$ cat config.mk
export PLATFORM = sky130hd
export DESIGN_NAME = tsc_sequencer
export DESIGN_NICKNAME = d
export VERILOG_FILES = /design/src/tsc_pkg.sv /design/src/tsc_axil_regs.sv /design/src/tsc_sequencer.sv
export VERILOG_INCLUDE_DIRS = /design/src /design/src/src
export SDC_FILE = /design/constraint.sdc
export NUM_CORES = 1
export LEC_CHECK = 0
export ABC_AREA = 1
export BUFFER_PORTS_ARGS = -buffer_cell sky130_fd_sc_hd__buf_4
export CAP_MARGIN = 10
export CORE_MARGIN = 4
export CORE_UTILIZATION = 56
export DETAILED_ROUTE_END_ITERATION = 16
export PLACE_DENSITY_LB_ADDON = 0.25
export SLEW_MARGIN = 30
export SYNTH_ARGS = -nofsm -noshare
export SYNTH_HDL_FRONTEND = slang
export SYNTH_SLANG_ARGS = --single-unit
export TNS_END_PERCENT = 100
$ cat constraint.sdc
create_clock -name i_clk_sys -period 4.15 [get_ports i_clk_sys]
set_clock_uncertainty 0.2 [all_clocks]
set_input_delay 0.415 -clock i_clk_sys [delete_from_list [all_inputs] [get_ports i_clk_sys]]
set_output_delay 0.415 -clock i_clk_sys [all_outputs]
set_load 0.03 [all_outputs]
$ cat src/tsc_defines.svh
/*
  Constants of the time-of-flight sensor controller: register offsets,
  latch bit positions, timing counts at a 200 MHz system clock.
  Assumes inclusion by its bare name from design files under src/.
*/
`ifndef TSC_DEFINES_SVH
`define TSC_DEFINES_SVH

// ==========================================================================
// Register offsets (byte addresses)
`define TSC_REG_CTRL 8'h00
`define TSC_REG_CFG 8'h04
`define TSC_REG_INTEG 8'h08
`define TSC_REG_READ 8'h0c
`define TSC_REG_STATUS 8'h10
`define TSC_REG_PIXEL 8'h14

// ==========================================================================
// Control bits
`define TSC_CTRL_INIT 0
`define TSC_CTRL_FRAME 1
`define TSC_CTRL_PDOWN 2

// ==========================================================================
// Latch bit positions
`define TSC_ROW_PD0 0
`define TSC_ROW_TESTCOL 1
`define TSC_ROW_GAIN_LO 2
`define TSC_ROW_DRIVE 4
`define TSC_ROW_SLEW 5
`define TSC_ROW_PD7 7
`define TSC_COL_REV_ROW 5
`define TSC_COL_INIT 6
`define TSC_COL_REV_COL 7
`define TSC_INIT_ROW_WORD 8'h00
`define TSC_INIT_COL_WORD 8'h40
`define TSC_GAIN_BYPASS 2'h3

// ==========================================================================
// Timing: figures and derived cycle counts at 200 MHz
`define TSC_CLK_MHZ 200
`define TSC_POWERUP_MS 5
`define TSC_POWERUP_CYC (`TSC_POWERUP_MS * 1000 * `TSC_CLK_MHZ)
`define TSC_SUBS_FLUSH_NS 100
`define TSC_SUBS_FLUSH_CYC ((`TSC_SUBS_FLUSH_NS * `TSC_CLK_MHZ + 999) / 1000)
`define TSC_PIX_FLUSH_US 5
`define TSC_PIX_FLUSH_CYC (`TSC_PIX_FLUSH_US * `TSC_CLK_MHZ)
`define TSC_RESET_US 5
`define TSC_RESET_CYC (`TSC_RESET_US * `TSC_CLK_MHZ)
`define TSC_GAP_NS 100
`define TSC_GAP_CYC ((`TSC_GAP_NS * `TSC_CLK_MHZ + 999) / 1000)
`define TSC_LATCH_CYC 4
`define TSC_COL_HALF_CYC 4
`define TSC_ROW_HALF_CYC 200
`define TSC_INIT_COUNTS 256
`define TSC_COL_LAST 8'h9f
`define TSC_MIN_COLS 80

`endif

$ cat src/tsc_pkg.sv
/*
  Types of the time-of-flight sensor controller.
  Assumes tsc_defines.svh for all numeric constants.
*/
package tsc_pkg;
  // Sequencer states, one-hot
  typedef enum logic [9:0]
  {
    ST_IDLE = 10'h001,
    ST_LATCH = 10'h002,
    ST_INIT = 10'h004,
    ST_SUBS = 10'h008,
    ST_GAP = 10'h010,
    ST_DRAIN = 10'h020,
    ST_RESET = 10'h040,
    ST_INTEG = 10'h080,
    ST_CLOSE = 10'h100,
    ST_READ = 10'h200
  } tsc_state_e;
endpackage

$ cat src/tsc_axil_regs.sv
/*
  AXI4-Lite slave holding the controller's own registers.
  Assumes one system clock; the sequencer supplies the status and pixel index words.
*/
`timescale 1ns/1ps
`default_nettype none
`include "tsc_defines.svh"
module tsc_axil_regs
(
  // Clock and reset
  input wire logic i_clk_sys,
  input wire logic i_reset_n,
  // AXI4-Lite
  input wire logic [7:0] i_awaddr,
  input wire logic i_awvalid,
  output logic o_awready,
  input wire logic [31:0] i_wdata,
  input wire logic [3:0] i_wstrb,
  input wire logic i_wvalid,
  output logic o_wready,
  output logic [1:0] o_bresp,
  output logic o_bvalid,
  input wire logic i_bready,
  input wire logic [7:0] i_araddr,
  input wire logic i_arvalid,
  output logic o_arready,
  output logic [31:0] o_rdata,
  output logic [1:0] o_rresp,
  output logic o_rvalid,
  input wire logic i_rready,
  // Register contents and status
  output logic [31:0] o_ctrl,
  output logic [31:0] o_cfg,
  output logic [31:0] o_integ,
  output logic [31:0] o_read,
  input wire logic [31:0] i_status,
  input wire logic [31:0] i_pixel
);
  logic aw_reg;
  logic w_reg;
  logic [7:0] awaddr_reg;
  logic [31:0] wdata_reg;
  logic [3:0] wstrb_reg;
  logic [31:0] ctrl_reg;
  logic [31:0] cfg_reg;
  logic [31:0] integ_reg;
  logic [31:0] read_reg;
  logic bvalid_reg;
  logic rvalid_reg;
  logic [31:0] rdata_reg;
  logic [1:0] bresp_reg;
  logic [1:0] rresp_reg;
  wire do_write = aw_reg && w_reg && !bvalid_reg;
  wire wr_hit = (awaddr_reg == `TSC_REG_CTRL) || (awaddr_reg == `TSC_REG_CFG) ||
    (awaddr_reg == `TSC_REG_INTEG) || (awaddr_reg == `TSC_REG_READ);
  wire do_read = i_arvalid && !rvalid_reg;
  logic [31:0] rd_mux;
  logic rd_hit;
  logic [31:0] wmask;

  // ==========================================================================
  // Handshakes
  assign o_awready = !aw_reg;
  assign o_wready = !w_reg;
  assign o_arready = !rvalid_reg;
  assign o_bvalid = bvalid_reg;
  assign o_bresp = bresp_reg;
  assign o_rvalid = rvalid_reg;
  assign o_rdata = rdata_reg;
  assign o_rresp = rresp_reg;
  assign o_ctrl = ctrl_reg;
  assign o_cfg = cfg_reg;
  assign o_integ = integ_reg;
  assign o_read = read_reg;

  // Byte mask and read selection
  always_comb
  begin
    wmask = {{8{wstrb_reg[3]}}, {8{wstrb_reg[2]}}, {8{wstrb_reg[1]}}, {8{wstrb_reg[0]}}};
    rd_hit = 1'b1;
    case (i_araddr)
      `TSC_REG_CTRL: rd_mux = ctrl_reg;
      `TSC_REG_CFG: rd_mux = cfg_reg;
      `TSC_REG_INTEG: rd_mux = integ_reg;
      `TSC_REG_READ: rd_mux = read_reg;
      `TSC_REG_STATUS: rd_mux = i_status;
      `TSC_REG_PIXEL: rd_mux = i_pixel;
      default:
      begin
        rd_mux = 32'h0;
        rd_hit = 1'b0;
      end
    endcase
  end

  // Write path; control bits are one-cycle pulses
  always_ff @(posedge i_clk_sys or negedge i_reset_n)
  begin
    if (!i_reset_n)
    begin
      aw_reg <= 1'b0;
      w_reg <= 1'b0;
      awaddr_reg <= 8'h0;
      wdata_reg <= 32'h0;
      wstrb_reg <= 4'h0;
      ctrl_reg <= 32'h0;
      cfg_reg <= 32'h0000_00cc;
      integ_reg <= 32'h0000_1000;
      read_reg <= 32'h0000_009f;
      bvalid_reg <= 1'b0;
      bresp_reg <= 2'h0;
    end
    else
    begin
      ctrl_reg <= 32'h0;
      if (i_awvalid && !aw_reg)
      begin
        aw_reg <= 1'b1;
        awaddr_reg <= i_awaddr;
      end
      if (i_wvalid && !w_reg)
      begin
        w_reg <= 1'b1;
        wdata_reg <= i_wdata;
        wstrb_reg <= i_wstrb;
      end
      if (do_write)
      begin
        aw_reg <= 1'b0;
        w_reg <= 1'b0;
        bvalid_reg <= 1'b1;
        bresp_reg <= wr_hit ? 2'h0 : 2'h2;
        if (awaddr_reg == `TSC_REG_CTRL)
          ctrl_reg <= wdata_reg & wmask;
        if (awaddr_reg == `TSC_REG_CFG)
          cfg_reg <= (cfg_reg & ~wmask) | (wdata_reg & wmask);
        if (awaddr_reg == `TSC_REG_INTEG)
          integ_reg <= (integ_reg & ~wmask) | (wdata_reg & wmask);
        if (awaddr_reg == `TSC_REG_READ)
          read_reg <= (read_reg & ~wmask) | (wdata_reg & wmask);
      end
      else if (bvalid_reg && i_bready)
        bvalid_reg <= 1'b0;
    end
  end

  // Read path
  always_ff @(posedge i_clk_sys or negedge i_reset_n)
  begin
    if (!i_reset_n)
    begin
      rvalid_reg <= 1'b0;
      rdata_reg <= 32'h0;
      rresp_reg <= 2'h0;
    end
    else if (do_read)
    begin
      rvalid_reg <= 1'b1;
      rdata_reg <= rd_mux;
      rresp_reg <= rd_hit ? 2'h0 : 2'h2;
    end
    else if (rvalid_reg && i_rready)
      rvalid_reg <= 1'b0;
  end
endmodule
`default_nettype wire

$ cat src/tsc_sequencer.sv
/*
  Companion controller for a time-of-flight image sensor: drives the latch
  strobe, row and column address buses, mix pair, shutter, pixel drain and
  core reset. Software orders it through AXI4-Lite registers.
  Assumes the sensor has no clock; every timing is a minimum count here.
*/
// Implementation choices: the register offsets and the AXI4-Lite interface to the registers.
`timescale 1ns/1ps
`default_nettype none
`include "tsc_defines.svh"
module tsc_sequencer
#(
  parameter int POWERUP_CYC = `TSC_POWERUP_CYC
)
(
  // Clock and reset
  input wire logic i_clk_sys,
  input wire logic i_reset_n,
  // Supply good from board
  input wire logic i_supply_good,
  // AXI4-Lite
  input wire logic [7:0] i_awaddr,
  input wire logic i_awvalid,
  output logic o_awready,
  input wire logic [31:0] i_wdata,
  input wire logic [3:0] i_wstrb,
  input wire logic i_wvalid,
  output logic o_wready,
  output logic [1:0] o_bresp,
  output logic o_bvalid,
  input wire logic i_bready,
  input wire logic [7:0] i_araddr,
  input wire logic i_arvalid,
  output logic o_arready,
  output logic [31:0] o_rdata,
  output logic [1:0] o_rresp,
  output logic o_rvalid,
  input wire logic i_rready,
  // Sensor pins
  output logic o_latch_strobe,
  output logic [7:0] o_row_addr,
  output logic [7:0] o_col_addr,
  output logic [1:0] o_mix_drive_pair,
  output logic o_shutter,
  output logic o_pixel_drain,
  output logic o_core_reset,
  // Sample timing to the converter
  output logic o_sample_valid,
  output logic [8:0] o_first_pixel,
  output logic [8:0] o_second_pixel
);
  logic [31:0] ctrl;
  logic [31:0] cfg;
  logic [31:0] integ;
  logic [31:0] readcfg;
  logic [31:0] status;
  logic [31:0] pixel;
  tsc_pkg::tsc_state_e state_reg;
  tsc_pkg::tsc_state_e state_next;
  tsc_pkg::tsc_state_e after_latch_reg;
  logic sup_meta_reg;
  logic sup_sync_reg;
  logic [31:0] pwr_cnt_reg;
  logic pwr_ok_reg;
  logic [31:0] cnt_reg;
  logic [15:0] latch_word_reg;
  logic strobe_reg;
  logic [7:0] row_reg;
  logic [7:0] col_reg;
  logic [1:0] mix_reg;
  logic shutter_reg;
  logic drain_reg;
  logic core_reg;
  logic init_done_reg;
  logic data_valid_reg;
  logic pdown_reg;
  logic [8:0] init_cnt_reg;
  logic [7:0] row_last_reg;
  logic [7:0] col_last_reg;
  logic sample_reg;
  logic [8:0] px1_reg;
  logic [8:0] px2_reg;
  logic busy_err_reg;
  logic half_reg;

  // ==========================================================================
  // Register configuration fields
  wire [1:0] gain_sel = cfg[3:2];
  wire gain_active = gain_sel != `TSC_GAIN_BYPASS;
  wire fast_slew = cfg[`TSC_ROW_SLEW];
  wire double_drive = cfg[`TSC_ROW_DRIVE] && !fast_slew;
  wire test_cols = cfg[`TSC_ROW_TESTCOL];
  wire rev_row = cfg[8 + `TSC_COL_REV_ROW];
  wire rev_col = cfg[8 + `TSC_COL_REV_COL];
  wire [31:0] integ_cyc = (integ == 32'h0) ? 32'h1 : integ;
  wire [7:0] col_stop_req = readcfg[7:0] > `TSC_COL_LAST ? `TSC_COL_LAST : readcfg[7:0];
  // Gain modes need at least 80 columns
  wire [7:0] col_stop = (gain_active && col_stop_req < 8'(`TSC_MIN_COLS - 1)) ?
    8'(`TSC_MIN_COLS - 1) : col_stop_req;
  wire [7:0] row_stop = readcfg[15:8];
  wire go_init = ctrl[`TSC_CTRL_INIT];
  wire go_frame = ctrl[`TSC_CTRL_FRAME];
  wire go_pdown = ctrl[`TSC_CTRL_PDOWN];
  wire busy = state_reg != tsc_pkg::ST_IDLE;
  wire accept = !busy && pwr_ok_reg;
  // Run latch word: reserved bits zero, power down on both row bits
  wire [7:0] run_row = {pdown_reg, 1'b0, fast_slew, double_drive, gain_sel,
    test_cols, pdown_reg};
  wire [7:0] run_col = {rev_col, 1'b0, rev_row, 5'h0};
  // Column phase: one toggle period = two half periods
  wire col_half_end = cnt_reg == 32'(`TSC_COL_HALF_CYC - 1);
  // Row and column phases restart the counter every half period
  wire cnt_wrap = (state_reg == tsc_pkg::ST_READ && col_half_end) ||
    (state_reg == tsc_pkg::ST_INIT && cnt_reg == 32'(`TSC_ROW_HALF_CYC - 1));
  wire row_end = col_reg == col_stop;
  wire last_row = row_reg == row_stop;
  // Row-zero dummy columns are read but flagged only when gain path active
  wire row0_dummy = gain_active && row_reg == 8'h0;

  // ==========================================================================
  // Pin drivers
  assign o_latch_strobe = strobe_reg;
  assign o_row_addr = row_reg;
  assign o_col_addr = col_reg;
  assign o_mix_drive_pair = mix_reg;
  assign o_shutter = shutter_reg;
  assign o_pixel_drain = drain_reg;
  assign o_core_reset = core_reg;
  assign o_sample_valid = sample_reg;
  assign o_first_pixel = px1_reg;
  assign o_second_pixel = px2_reg;
  assign status = {18'h0, busy_err_reg, pdown_reg, data_valid_reg, init_done_reg,
    pwr_ok_reg, busy, state_reg[7:0]};
  assign pixel = {8'h0, row_last_reg, 7'h0, px1_reg};

  // Register slave
  tsc_axil_regs u_regs
  (
    .i_clk_sys(i_clk_sys),
    .i_reset_n(i_reset_n),
    .i_awaddr(i_awaddr),
    .i_awvalid(i_awvalid),
    .o_awready(o_awready),
    .i_wdata(i_wdata),
    .i_wstrb(i_wstrb),
    .i_wvalid(i_wvalid),
    .o_wready(o_wready),
    .o_bresp(o_bresp),
    .o_bvalid(o_bvalid),
    .i_bready(i_bready),
    .i_araddr(i_araddr),
    .i_arvalid(i_arvalid),
    .o_arready(o_arready),
    .o_rdata(o_rdata),
    .o_rresp(o_rresp),
    .o_rvalid(o_rvalid),
    .i_rready(i_rready),
    .o_ctrl(ctrl),
    .o_cfg(cfg),
    .o_integ(integ),
    .o_read(readcfg),
    .i_status(status),
    .i_pixel(pixel)
  );

  // ==========================================================================
  // Supply good synchroniser and power-up wait
  always_ff @(posedge i_clk_sys or negedge i_reset_n)
  begin
    if (!i_reset_n)
    begin
      sup_meta_reg <= 1'b0;
      sup_sync_reg <= 1'b0;
      pwr_cnt_reg <= 32'h0;
      pwr_ok_reg <= 1'b0;
    end
    else
    begin
      sup_meta_reg <= i_supply_good;
      sup_sync_reg <= sup_meta_reg;
      if (!sup_sync_reg)
      begin
        pwr_cnt_reg <= 32'h0;
        pwr_ok_reg <= 1'b0;
      end
      else if (pwr_cnt_reg >= 32'(POWERUP_CYC - 1))
        pwr_ok_reg <= 1'b1;
      else
        pwr_cnt_reg <= pwr_cnt_reg + 32'h1;
    end
  end

  // ==========================================================================
  // Next state
  always_comb
  begin
    state_next = state_reg;
    case (state_reg)
      tsc_pkg::ST_IDLE:
        if (accept && (go_init || go_frame || go_pdown))
          state_next = tsc_pkg::ST_LATCH;
      tsc_pkg::ST_LATCH:
        if (cnt_reg == 32'(2 * `TSC_LATCH_CYC - 1))
          state_next = after_latch_reg;
      tsc_pkg::ST_INIT:
        if (init_cnt_reg == 9'(`TSC_INIT_COUNTS) && cnt_reg == 32'h0)
          state_next = tsc_pkg::ST_IDLE;
      tsc_pkg::ST_SUBS:
        if (cnt_reg == 32'(`TSC_SUBS_FLUSH_CYC - 1))
          state_next = tsc_pkg::ST_GAP;
      tsc_pkg::ST_GAP:
        if (cnt_reg == 32'(`TSC_GAP_CYC - 1))
          state_next = tsc_pkg::ST_DRAIN;
      tsc_pkg::ST_DRAIN:
        if (cnt_reg == 32'(`TSC_PIX_FLUSH_CYC - 1))
          state_next = tsc_pkg::ST_RESET;
      tsc_pkg::ST_RESET:
        if (cnt_reg == 32'(`TSC_RESET_CYC - 1))
          state_next = tsc_pkg::ST_INTEG;
      tsc_pkg::ST_INTEG:
        if (cnt_reg == integ_cyc - 32'h1)
          state_next = tsc_pkg::ST_CLOSE;
      tsc_pkg::ST_CLOSE:
        if (cnt_reg == 32'(`TSC_GAP_CYC - 1))
          state_next = tsc_pkg::ST_READ;
      tsc_pkg::ST_READ:
        if (col_half_end && half_reg && row_end && last_row)
          state_next = tsc_pkg::ST_IDLE;
      default:
        state_next = tsc_pkg::ST_IDLE;
    endcase
  end

  // ==========================================================================
  // State, counter and latch word
  always_ff @(posedge i_clk_sys or negedge i_reset_n)
  begin
    if (!i_reset_n)
    begin
      state_reg <= tsc_pkg::ST_IDLE;
      after_latch_reg <= tsc_pkg::ST_IDLE;
      cnt_reg <= 32'h0;
      latch_word_reg <= 16'h0;
      pdown_reg <= 1'b0;
      busy_err_reg <= 1'b0;
    end
    else
    begin
      state_reg <= state_next;
      cnt_reg <= (state_next != state_reg || cnt_wrap) ? 32'h0 : cnt_reg + 32'h1;
      if (busy && (go_init || go_frame || go_pdown))
        busy_err_reg <= 1'b1;
      else if (state_reg == tsc_pkg::ST_IDLE && state_next == tsc_pkg::ST_LATCH)
      begin
        busy_err_reg <= 1'b0;
        pdown_reg <= go_pdown;
        if (go_init)
        begin
          latch_word_reg <= {`TSC_INIT_COL_WORD, `TSC_INIT_ROW_WORD};
          after_latch_reg <= tsc_pkg::ST_INIT;
        end
        else if (go_pdown)
        begin
          latch_word_reg <= {run_col, run_row | 8'h81};
          after_latch_reg <= tsc_pkg::ST_IDLE;
        end
        else
        begin
          latch_word_reg <= {run_col, run_row};
          after_latch_reg <= tsc_pkg::ST_SUBS;
        end
      end
    end
  end

  // ==========================================================================
  // Pin sequencing: strobe, buses, mix, shutter, drain, core reset
  always_ff @(posedge i_clk_sys or negedge i_reset_n)
  begin
    if (!i_reset_n)
    begin
      strobe_reg <= 1'b0;
      row_reg <= 8'h0;
      col_reg <= 8'h0;
      mix_reg <= 2'h0;
      shutter_reg <= 1'b0;
      drain_reg <= 1'b1;
      core_reg <= 1'b0;
      init_cnt_reg <= 9'h0;
      init_done_reg <= 1'b0;
      data_valid_reg <= 1'b0;
      half_reg <= 1'b0;
    end
    else
    begin
      case (state_reg)
        tsc_pkg::ST_LATCH:
        begin
          // Data set up while strobe high, taken on its fall
          strobe_reg <= cnt_reg < 32'(`TSC_LATCH_CYC);
          {col_reg, row_reg} <= latch_word_reg;
          if (after_latch_reg == tsc_pkg::ST_INIT)
          begin
            init_done_reg <= 1'b0;
            init_cnt_reg <= 9'h0;
          end
        end
        tsc_pkg::ST_INIT:
        begin
          strobe_reg <= 1'b0;
          col_reg <= 8'h0;
          // Count 256 row changes at the row half period
          if (cnt_reg == 32'(`TSC_ROW_HALF_CYC - 1) || cnt_reg == 32'h0)
          begin
            if (cnt_reg != 32'h0 && init_cnt_reg != 9'(`TSC_INIT_COUNTS))
            begin
              row_reg <= row_reg + 8'h1;
              init_cnt_reg <= init_cnt_reg + 9'h1;
            end
          end
          if (init_cnt_reg == 9'(`TSC_INIT_COUNTS))
            init_done_reg <= 1'b1;
        end
        tsc_pkg::ST_SUBS:
        begin
          strobe_reg <= 1'b0;
          shutter_reg <= 1'b1;
          mix_reg <= 2'h3;
          core_reg <= 1'b1;
        end
        tsc_pkg::ST_GAP, tsc_pkg::ST_RESET:
        begin
          mix_reg <= 2'h0;
          drain_reg <= 1'b1;
        end
        tsc_pkg::ST_DRAIN:
        begin
          mix_reg <= 2'h0;
          drain_reg <= 1'b0;
          core_reg <= 1'b1;
        end
        tsc_pkg::ST_INTEG:
        begin
          // Complementary modulation at half the system clock
          mix_reg <= (mix_reg == 2'h1) ? 2'h2 : 2'h1;
          shutter_reg <= 1'b1;
          core_reg <= 1'b0;
        end
        tsc_pkg::ST_CLOSE:
        begin
          mix_reg <= 2'h0;
          shutter_reg <= (cnt_reg == 32'h0);
          row_reg <= 8'h0;
          col_reg <= 8'h0;
        end
        tsc_pkg::ST_READ:
        begin
          // Column address steps every full period; mix pair stays idle low
          mix_reg <= 2'h0;
          if (col_half_end)
          begin
            half_reg <= ~half_reg;
            if (half_reg)
            begin
              col_reg <= row_end ? 8'h0 : col_reg + 8'h1;
              if (row_end)
                row_reg <= row_reg + 8'h1;
            end
          end
          data_valid_reg <= init_done_reg;
        end
        default:
        begin
          strobe_reg <= 1'b0;
          mix_reg <= 2'h0;
        end
      endcase
    end
  end

  // ==========================================================================
  // Pixel index of each column word for the converter
  always_ff @(posedge i_clk_sys or negedge i_reset_n)
  begin
    if (!i_reset_n)
    begin
      sample_reg <= 1'b0;
      px1_reg <= 9'h0;
      px2_reg <= 9'h0;
      row_last_reg <= 8'h0;
      col_last_reg <= 8'h0;
    end
    else
    begin
      sample_reg <= state_reg == tsc_pkg::ST_READ && col_half_end && !half_reg &&
        init_done_reg && !row0_dummy;
      if (state_reg == tsc_pkg::ST_READ && col_half_end && !half_reg)
      begin
        px1_reg <= {1'b0, col_reg[7:3], 3'h0} + {1'b0, col_reg[7:3], 3'h0} +
          {6'h0, col_reg[2:0]};
        px2_reg <= {1'b0, col_reg[7:3], 3'h0} + {1'b0, col_reg[7:3], 3'h0} +
          {6'h0, col_reg[2:0]} + 9'h8;
        row_last_reg <= row_reg;
        col_last_reg <= col_reg;
      end
    end
  end
endmodule
`default_nettype wire

# After elaboration in Yosys (flattened, before gate mapping)
# Index checks and enable logic that the tools add are counted.
dict set report word_totals {
  out_inout_bits 82
  inputBits 60
  wordCells 240
  reg_bits 378
}
dict set report op_classes {
  n_lt_le_gt_ge 4
  n_eq_ne 43
  add_sub_neg 9
  n_reduce_logical 73
  n_bitwise 10
  mux 62
}
# operator count
set op_table {}
lappend op_table {{two-way mux 32 bit} 6}
lappend op_table {{one-hot mux 32 bit (6 select lines)} 1}
lappend op_table {{bitwise AND 32 bit} 4}
lappend op_table {{two-way mux 10 bit} 10}
lappend op_table {{one-hot mux 10 bit (10 select lines)} 1}
lappend op_table {{OR 32 bit} 3}
lappend op_table {{two-way mux 8 bit} 11}
lappend op_table {{adder 32 x 1 -> 32 bit, second input constant} 2}
lappend op_table {{zero test 32 bit} 2}
lappend op_table {{equality test 32 x 10 -> 1 bit, second input constant} 1}
lappend op_table {{equality test 32 x 2 -> 1 bit, second input constant} 1}
lappend op_table {{equality test 32 x 3 -> 1 bit, second input constant} 1}
lappend op_table {{equality test 32 bit} 1}
lappend op_table {{equality test 32 x 5 -> 1 bit, second input constant} 1}
lappend op_table {{equality test 32 x 8 -> 1 bit, second input constant} 1}
lappend op_table {{equality test 8 x 4 -> 1 bit, second input constant} 4}
lappend op_table {{>= comparator 32 x 20 -> 1 bit, second input constant} 1}
lappend op_table {{< comparator 32 x 3 -> 1 bit, second input constant} 1}
lappend op_table {{inverter 32 bit} 1}
lappend op_table {{one-hot mux 8 bit (4 select lines)} 1}
lappend op_table {{nonzero test 32 bit} 1}
lappend op_table {{subtractor 32 x 1 -> 32 bit, second input constant} 1}
lappend op_table {{two-way mux 9 bit} 3}
lappend op_table {{logical AND 1 bit} 24}
lappend op_table {{other kinds (48)} 118}

# Longest topological paths before layout
# Gate-level depths: netlist of run 1.
dict set report depth {
  depth_word 14
  ltp_mapped 26
  depth_no_buf 24
}

# Hierarchy
# A second synthesis of run 1 with hierarchy kept.
dict set report unflattened {
  cells_unflattened 2463
  hier_area_um2 19100.8
}
# mod seq_area_each_um2 instances area_per_inst_um2 cells_per_inst
set modules_own_cells {}
lappend modules_own_cells {tsc_axil_regs 5268.8 1 9572.9 1120}
lappend modules_own_cells {tsc_sequencer 3557.2 1 9527.9 1343}

# Worst setup path before layout of run 1
# No wires, ideal clock.
dict set report synth_path {
  path_kind {register to register}
  startpoint {register (tool-made name)}
  endpoint {register cnt_reg[23]}
  synth_period_minus_slack_ps 3345
  slack_ps 805
  t_arrival_ps 3025
  path_stages_with_launch 25
  t_required_ps 3829
  cell_sequence {dfstp_2 nor2_1 nand2_1 nor2_1 nand2_1 nor2_1 nor2_2 ha_1 nand2_1 nor3_1 nand2_1 nor2_1 xnor2_1 nand2_1 nor3_1 nand2_1 nor2_1 nand2_1 nand2_1 nand2_1 nand3_1 nor2_1 nand3_2 buf_6 nor2_2}
}
# element line
set synth_lines {}
lappend synth_lines {{to (signal assigned)} tsc_sequencer.sv:250} ;# cnt_reg <= (state_next != state_reg || cnt_wrap) ? 32'h0 : cnt_reg + 32'h1;
lappend synth_lines {{to (decl)} tsc_sequencer.sv:65} ;# logic [31:0] cnt_reg;

==> results.cfg, run 1 <==
[floorplan]
rows = 65
die_h_um = 187
coreArea_um2 = 31500
dieArea_um2 = 34800
die_w_um = 187
initial_core_util_pct = 56.7
ioPinCount = 142

[critical_path]
rrSetupSlack_ps = 390
r2r-end = cnt_reg[31]
crit_path_start_kind = flip-flop
rr_worst_depth = 25
end_kind = flip-flop
critical_path_buf_inv_count = 2
crit_family = simple AND/OR/NAND/NOR gates
required_ps = 4360
cp_max_fo = 32
path_class = flip-flop to flip-flop
cp_slowest_stage_delay_ps = 580
cp.arrival_ps = 3980
slowest_stage = dfstp_2

[sta]
setup_tns_ps = 0
setup_viol = 0
fin_crit_sh_pct = 90.7
rsz0062_at_grt = no
relSlewSlack_pct = 40.0
hold_viol = 0
fmax_mhz = 266
fin_crit_ps = 3760
slew_violations = 0
fin_hold_ws_ps = 68.3
worst_slew_pin_slew_ps = 897

[synthesis]
ys_top_cells_by_area = dfrtp_1, nand2_1, inv_1
ys.warnings.count = 0
ys.flop_type = dfrtp_1
synth_area_leader_cell = dfrtp_1
synth_seq_cells = 352
synth_cells = 2195
async_flop_share_pct = 100
ys_types = 57
synth_common_cells = nand2_1, dfrtp_1, inv_1, nor2_1, o21ai_0
yosysMostFrequentCell = nand2_1
syn-mean-instance-area_um2 = 8.14
synth_top_area_share_pct = 47.4
syn_area_um2 = 17900
synth_edf_count = 0
ys_seq_area_share_pct = 49.4

[route]
drcViolationCount = 0
drtPass1Iterations = 7
drt_iter0_markers = 1546
wl_um = 53300
wl_per_cell_um = 19.0
vias = 16150
ant_nets = 0
vias_per_cell = 5.76

[clocking]
cts_sinks = 352
clock_latency_ps = 560
htree_num_levels = 2
cts_tree = yes
cts_root_buf = clkbuf_16
cts_buffers = 39
clk_pin_slew_worst_paths_ps = 60
clockBufferDepth = 3
post_cts_buffers = 0

[worst_hold_path]
hold_depth = 5
hp-start = i_araddr[0]
min_to = u_regs.o_rresp[1]
hold_class = input pin to flip-flop

[power_and_ir_drop]
p_sw_uw = 5670
clkPwrFrac_pct = 26.1
p_per_area_nw_per_um2 = 643
swShare_pct = 41.7
p_seq_share_pct = 31.2
p_int_uw = 7940
power_frac_comb_pct = 42.7
total_power_uw = 13600
p_leak_uw = 0.0102
worst_ir_drop_vdd_mv = 0.432

[cells_and_area]
drive_gt1_share_pct = 13.5
num_antenna_cells = 0
fin_nets = 2444
fill_cells = 2572
area_growth_pct = 18.5

[flow_run]
cap_violations = 0

[status]
outcome = finished clean

[global_routing]
grt_pass1_vias = 15533
grt_overflow = 0
antenna_found_initial = 0
grt_first_pass_wirelength_um = 85200
grt.total_usage_pct = 30.3
grt_max_degree = 111

[place]
gp_congestion = 0.931
port_buffers = 138
hpwl_um = 39200
-- per-layer routing --
layer  vias up  track usage (%)  part of all wire, %
met5         -                0                    0
li1       7582                -                    -
met2       635             47.3                   45
met4         0             8.13                  2.4
met1      7859             44.9                   45
met3        74             4.58                  7.4
-- placed cells by master (no fill, tap or decap), types with 8 or more instances in the layout --
| cell | instances |
|---|---|
| nor2_2 | 34 |
| dfrtp_1 | 338 |
| o22ai_1 | 15 |
| a21oi_1 | 72 |
| nor3_1 | 77 |
| nor4_1 | 27 |
| mux2_2 | 10 |
| o21ai_0 | 196 |
| clkbuf_16 | 39 |
| buf_4 | 155 |
| inv_1 | 278 |
| dlygate4sd3_1 | 48 |
| nor2_1 | 217 |
| xnor2_1 | 24 |
| nand2_1 | 453 |
| nand3_1 | 100 |
| inv_2 | 8 |
| dfstp_2 | 14 |
| nand4_1 | 43 |
| a31oi_1 | 10 |
| ha_1 | 9 |
| a221oi_1 | 31 |
| o21ai_1 | 14 |
| xor2_1 | 62 |
-- layout make-up --
cell class | instances | area (um2) | share of cell area [%]
flip-flops and latches | 352 | 8830 | 41.7
multi-input cells | 1484 | 7640 | 36.1
repair buffers | 210 | 1790 | 8.44
clock buffers | 52 | 1090 | 5.17
inverters | 288 | 1080 | 5.11
well taps | 402 | 503 | 2.38
clock inverters | 16 | 230 | 1.09
-- metrics by stage --
step	util [%]	area (um2)	cells	worst slack (ps)
6_report	67.2	21200	2804	386
3_5_place_dp	61.4	19300	2687	351
5_1_grt	67.2	21200	2804	14.1
3_3_place_gp	61.4	19300	2687	458
4_1_cts	67.1	21100	2803	310
2_1_floorplan	-	17900	2197	805
-- tightest hold or removal path: stages --
cell     delay [ps]
buf_4            80
nor2_1           40
inv_1            70
a21oi_1          40
o21ai_0         120
-- how the worst max path moves through the flow --
stage | start | to | slack [ps] | cells after the start
global placement | flip-flop | cnt_reg[31] | 460 | 25
global route | flip-flop | cnt_reg[31] | 10 | 25
finish | flip-flop | cnt_reg[31] | 390 | 25
CTS | flip-flop | cnt_reg[31] | 310 | 25
detailed placement | flip-flop | cnt_reg[31] | 350 | 25
floorplan | flip-flop | cnt_reg[23] | 800 | 24
-- what timing repair did --
| action | 4_1_cts | 5_1_grt |
|---|---|---|
| gates resized for setup | 0 | 1 |
| endpoints found under the setup margin | 0 | 32 |
| hold buffers | 48 | 0 |
| hold endpoints to repair | 141 | 0 |
-- power groups by stage --
stage	logic, uW	clock network, uW	registers, uW
after detailed placement	5640	0	4290
after floorplan	4010	0	4240
final	5810	3560	4250
after global placement	5630	0	4260
after CTS	5700	3600	4230
after global routing	6490	3770	4290
-- logic make-up (layout without fill, tap and decap cells) --
family | Yosys count | count (layout) | share of synthesized area, %
flip-flops | 352 | 352 | 49.4
other | 1 | 3 | 0.0210
multiplexers | 10 | 10 | 0.631
buffers and inverters | 361 | 566 | 7.97
XOR/XNOR | 86 | 86 | 4.22
AO/OA/AOI/OAI | 380 | 380 | 12.2
AND/OR/NAND/NOR | 996 | 996 | 24.9
adder cells (fa/ha/maj) | 9 | 9 | 0.631
No activity file was read; power rests on OpenSTA's default activity.
==> run 2, diff against run 1 <==
--- a/config.mk
+++ b/config.mk
@@ -12,6 +12,8 @@
 export CORE_MARGIN = 4
 export CORE_UTILIZATION = 56
 export DETAILED_ROUTE_END_ITERATION = 16
+export GPL_TIMING_DRIVEN = 0
+export MAX_ROUTING_LAYER = met4
 export PLACE_DENSITY_LB_ADDON = 0.25
 export SLEW_MARGIN = 30
 export SYNTH_ARGS = -nofsm -noshare
==> run 2 against run 1 <==
Net effect:
- non-clock buffer count grew 56
- count of clock-buffer cells in the layout is 5 higher
- register-to-register slack got worse by 40 ps
- via count increased by 3.1%
- setup slack worse by 43 ps
- maximum frequency shrank 1.1%
- critical path depth decreased by 2
- clock power down 5.9%
- total power increased by 0.63%
- critical path type unchanged
==> results.cfg, run 2 (same netlist as run 1, synthesis figures left out) <==
[power_and_ir_drop]
clkPwrFrac_pct = 24.5
p_seq_share_pct = 31.3
power_frac_comb_pct = 44.3
swShare_pct = 42.2
total_power_uw = 13700
p_per_area_nw_per_um2 = 642
p_int_uw = 7930
worst_ir_drop_vdd_mv = 0.517
p_sw_uw = 5780
p_leak_uw = 0.0103

[clocking]
htree_num_levels = 2
cts_sinks = 352
cts_buffers = 37
clockBufferDepth = 3
cts_root_buf = clkbuf_16
cts_tree = yes
clk_pin_slew_worst_paths_ps = 60
clock_latency_ps = 540

[place]
place_ws_ps = -242
gp_congestion = 0.975
port_buffers = 138
hpwl_um = 40100
dp.cells = 2741

[global_routing]
met2_usage_pct = 48.7
grt.total_usage_pct = 31.8
antenna_found_initial = 1
grt_overflow = 0
grt_first_pass_wirelength_um = 87200
grt.busiest_layer = met2
grt_util_met1_pct = 42.1
grt_max_degree = 90
met3_usage_pct = 5.74
grt_pass1_vias = 16306

[route]
drcViolationCount = 0
vias = 16643
vias_per_cell = 5.82
wl_um = 54700
drtPass1Iterations = 6
wl_per_cell_um = 19.1
ant_nets = 0
drt_iter0_markers = 1567

[sta]
hold_viol = 0
setup_tns_ps = 0
fin_crit_ps = 3810
final.setup.worst_slack_ps = 343
rsz0062_at_grt = no
setup_viol = 0
slew_violations = 0
fmax_mhz = 263
worst_slew_pin_slew_ps = 1000
relSlewSlack_pct = 32.6
fin_crit_sh_pct = 91.7
fin_hold_ws_ps = 65.4

[floorplan]
die_w_um = 187
rows = 65
dieArea_um2 = 34800
coreArea_um2 = 31500
ioPinCount = 142
die_h_um = 187
initial_core_util_pct = 56.7

[cells_and_area]
area_growth_pct = 19.5
fill_cells = 2557
fin_nets = 2498
final_common_cell = nand2_1
seqCellArea_um2 = 8830
layout.cells.non_filler = 2858
multiInputGateArea_um2 = 7700
drive_gt1_share_pct = 13.4
final_cell_mix = nand2_1, dfrtp_1, inv_1

[critical_path]
required_ps = 4360
path_class = flip-flop to flip-flop
rrSetupSlack_ps = 340
cp.arrival_ps = 4020
end_kind = flip-flop
cp_max_fo = 10
crit_path_start_kind = flip-flop

[flow_run]
cap_violations = 0

[worst_hold_path]
hold_class = input pin to flip-flop

[status]
outcome = finished clean
## run 2: power groups by stage
| stage | logic (uW) | clock network, uW | registers (uW) |
|---|---|---|---|
| floorplan | 4010 | 0 | 4240 |
| global placement | 5450 | 0 | 4290 |
| detailed placement | 5580 | 0 | 4320 |
| CTS | 5710 | 3370 | 4260 |
| global route | 6830 | 3540 | 4320 |
| finish | 6060 | 3350 | 4290 |
## run 2: metal layers
| metal | wire [um] | vias up |
|---|---|---|
| li1 | - | 7676 |
| met5 | 0 | - |
| met4 | 2760 | 0 |
| met3 | 4550 | 185 |
| met2 | 24900 | 824 |
| met1 | 22500 | 7958 |
## run 2: final timing paths
| path | startpoint | end | cells after the start |
|---|---|---|---|
| max in group asynchronous | i_reset_n | asynchronous set/reset pin | 5 |
| min in group asynchronous | i_reset_n | init_cnt_reg[4] | 2 |
| worst min register to register | sup_meta_reg | sup_sync_reg | 0 |
| worst max-delay path | flip-flop | cnt_reg[8] | 23 |
| worst max register to register | flip-flop | cnt_reg[8] | 23 |
| worst min-delay path | i_awvalid | u_regs.awaddr_reg[7] | 3 |
## run 2: critical path, cell delays in order, from the launching register on
cell	delay (ps)
dfrtp_1	500
nor2_1	210
nand2_1	70
nor2_1	140
nand2_1	90
nor2_2	160
nor2_4	70
ha_1	240
nand2_2	160
nor3_4	70
nand2_1	140
xor2_1	150
inv_1	70
nor2_1	80
nand4_1	110
nor2_1	120
nand2_1	70
nor2_2	160
nand4_1	190
nand2_1	140
nor2_1	80
nand3_2	190
buf_6	200
nor2_2	40
## run 2: through the flow
step / util, % / instance area [um2]
2_1_floorplan: - / 17900
3_3_place_gp: 61.6 / 19400
3_5_place_dp: 62.1 / 19500
4_1_cts: 67.6 / 21300
5_1_grt: 67.8 / 21300
6_report: 67.8 / 21300
## run 2: final cells by class
type / count / area share, %
well taps: 402 / 2.36
clock inverters: 8 / 0.557
clock buffers: 57 / 5.17
multi-input cells: 1484 / 36.1
inverters: 288 / 5.07
repair buffers: 193 / 7.77
diodes: 1 / 0.0117
plain buffers: 73 / 1.61
flip-flops and latches: 352 / 41.4
## run 2: repair_timing
| item | CTS | global route |
|---|---|---|
| setup endpoints to repair | 32 | 32 |
| buffers inserted | 0 | 3 |
| gates cloned | 0 | 0 |
| endpoints found under the hold margin | 97 | 0 |
| pin swaps | 0 | 1 |
| gates resized for setup | 3 | 11 |
| hold buffers | 48 | 0 |
==> run 3, diff against run 2 <==
--- a/config.mk
+++ b/config.mk
@@ -10,11 +10,12 @@
 export BUFFER_PORTS_ARGS = -buffer_cell sky130_fd_sc_hd__buf_4
 export CAP_MARGIN = 10
 export CORE_MARGIN = 4
-export CORE_UTILIZATION = 56
+export CORE_UTILIZATION = 55
 export DETAILED_ROUTE_END_ITERATION = 16
 export GPL_TIMING_DRIVEN = 0
 export MAX_ROUTING_LAYER = met4
 export PLACE_DENSITY_LB_ADDON = 0.25
+export SETUP_SLACK_MARGIN = 0.15
 export SLEW_MARGIN = 30
 export SYNTH_ARGS = -nofsm -noshare
 export SYNTH_HDL_FRONTEND = slang
==> constraint.sdc (replaced) <==
create_clock -name i_clk_sys -period 3.44 [get_ports i_clk_sys]
set_clock_uncertainty 0.2 [all_clocks]
set_input_delay 0.344 -clock i_clk_sys [delete_from_list [all_inputs] [get_ports i_clk_sys]]
set_output_delay 0.344 -clock i_clk_sys [all_outputs]
set_load 0.03 [all_outputs]
==> run 3 against run 2 <==
Net effect:
- the run now ends with negative setup slack left
- via count rose by 1.4%
- worst hold slack got worse by 19 ps
- largest power group unchanged
- critical endpoint is now cnt_reg[14]
- register-to-register slack got worse by 450 ps
==> results.cfg, run 3 (same netlist as run 1, synthesis figures left out) <==
[status]
outcome = finished with violations
violations = negative setup slack

[global_routing]
antenna_found_initial = 0
grt_max_degree = 76
grt_overflow = 0
grt.total_usage_pct = 31.7
grt_first_pass_wirelength_um = 87300
grt_pass1_vias = 16190

[sta]
fmax_mhz = 282
hold_viol = 0
rsz0062_at_grt = yes
fin_crit_ps = 3550
final.setup.worst_slack_ps = -105
setup_viol = 31
slew_violations = 0
relSlewSlack_pct = 27.8
setup_tns_ps = -2420
fin_crit_sh_pct = 103
worst_slew_pin_slew_ps = 1080

[critical_path]
end_kind = flip-flop
cp.arrival_ps = 3790
crit_family = simple AND/OR/NAND/NOR gates
cp_max_fo = 7
cp_slowest_stage_delay_ps = 360
slowest_stage = dfrtp_1
critical_path_buf_inv_count = 4
required_ps = 3690
path_class = flip-flop to flip-flop
crit_path_start_kind = flip-flop
rrSetupSlack_ps = -110

[place]
hpwl_um = 40700
gp_congestion = 0.953
dpl_cell_area_um2 = 19600
port_buffers = 138

[worst_hold_path]
hold_class = input pin to flip-flop
hp-start = i_araddr[6]

[cells_and_area]
final_cell_area_um2 = 22000
num_antenna_cells = 0
area_growth_pct = 23.3
final_common_cell = nand2_1
drive_gt1_share_pct = 16.9
fin_nets = 2538
fin_util_pct = 69.2
final_cell_mix = nand2_1, dfrtp_1, inv_1

[clocking]
cts_buffers = 39
clock_latency_ps = 560
clockBufferDepth = 3
cts_tree = yes
cts_sinks = 352
clk_pin_slew_worst_paths_ps = 60
htree_num_levels = 2
cts_root_buf = clkbuf_16

[floorplan]
die_w_um = 188
rows = 65
dieArea_um2 = 35400
die_h_um = 188
initial_core_util_pct = 56.2
coreArea_um2 = 31800
ioPinCount = 142

[power_and_ir_drop]
worst_ir_drop_vdd_mv = 0.738
p_per_area_nw_per_um2 = 791
p_leak_uw = 0.0106

[route]
vias = 16872
vias_per_cell = 5.75
ant_nets = 0
wl_um = 55800
drt_iter0_markers = 1648
drcViolationCount = 0
drtPass1Iterations = 6
wl_per_cell_um = 19.0

[flow_run]
cap_violations = 0
## run 3: cell count changes in the layout (fill, tap and decap cells not counted), sizes merged
cell,change
clkinvlp,+1
dlygate4sd3,+3
inv,+2
clkinv,+6
diode,-1
buf,+31
clkbuf,-1
## run 3: cell type report
type	instances	area, um2
fillers	2485	9780
clock buffers	52	1080
flip-flops and latches	352	8850
well taps	435	544
multi-input cells	1484	7870
plain buffers	73	378
repair buffers	231	2040
inverters	288	1080
clock inverters	17	174
## run 3: where the power goes
| group | leakage (uW) | total, uW | switching [uW] | internal (uW) |
|---|---|---|---|---|
| clock | 0.000624 | 4140 | 1750 | 2390 |
| combinational | 0.00531 | 8110 | 5120 | 2990 |
| sequential | 0.00466 | 5170 | 449 | 4720 |
| total | 0.0106 | 17400 | 7320 | 10100 |
## run 3: what timing repair did
item | 4_1_cts | 5_1_grt
endpoints found under the hold margin | 148 | 0
pin swaps | 10 | 18
buffers inserted | 15 | 19
hold buffers | 51 | 0
gates resized for setup | 48 | 40
setup endpoints to repair | 36 | 70
cloned | 1 | 2
## run 3: through the flow
step	total power (uW)	setup slack, ps	std cells	hold slack (ps)
after floorplan	9990	152	2197	-152
after global placement	11800	-1430	2770	134
after detailed placement	11900	-808	2775	79.2
after CTS	16900	-70.7	2911	38.3
after global routing	18600	-262	2932	119
final	17400	-105	2932	46.5
## run 3: worst paths after layout
check,to,cells past startpoint
max,cnt_reg[14],25
max reg2reg,cnt_reg[14],25
min in group asynchronous,init_cnt_reg[5],2
max in group asynchronous,asynchronous set/reset pin,5
min,u_regs.o_rresp[1],5
min reg2reg,sup_sync_reg,0
## run 3: worst min-delay path, cell delays in order
cell	delay (ps)
buf_4	80
nor3_1	40
nand3_1	100
a21oi_1	70
o21ai_0	130
## run 3: metal layers
metal | vias to the layer above | track usage, % | wire length, um
li1 | 7780 | - | -
met2 | 828 | 49.1 | 26000
met1 | 8123 | 43.1 | 23000
met4 | 0 | 10.5 | 2020
met5 | - | - | 0
met3 | 141 | 5.09 | 4800
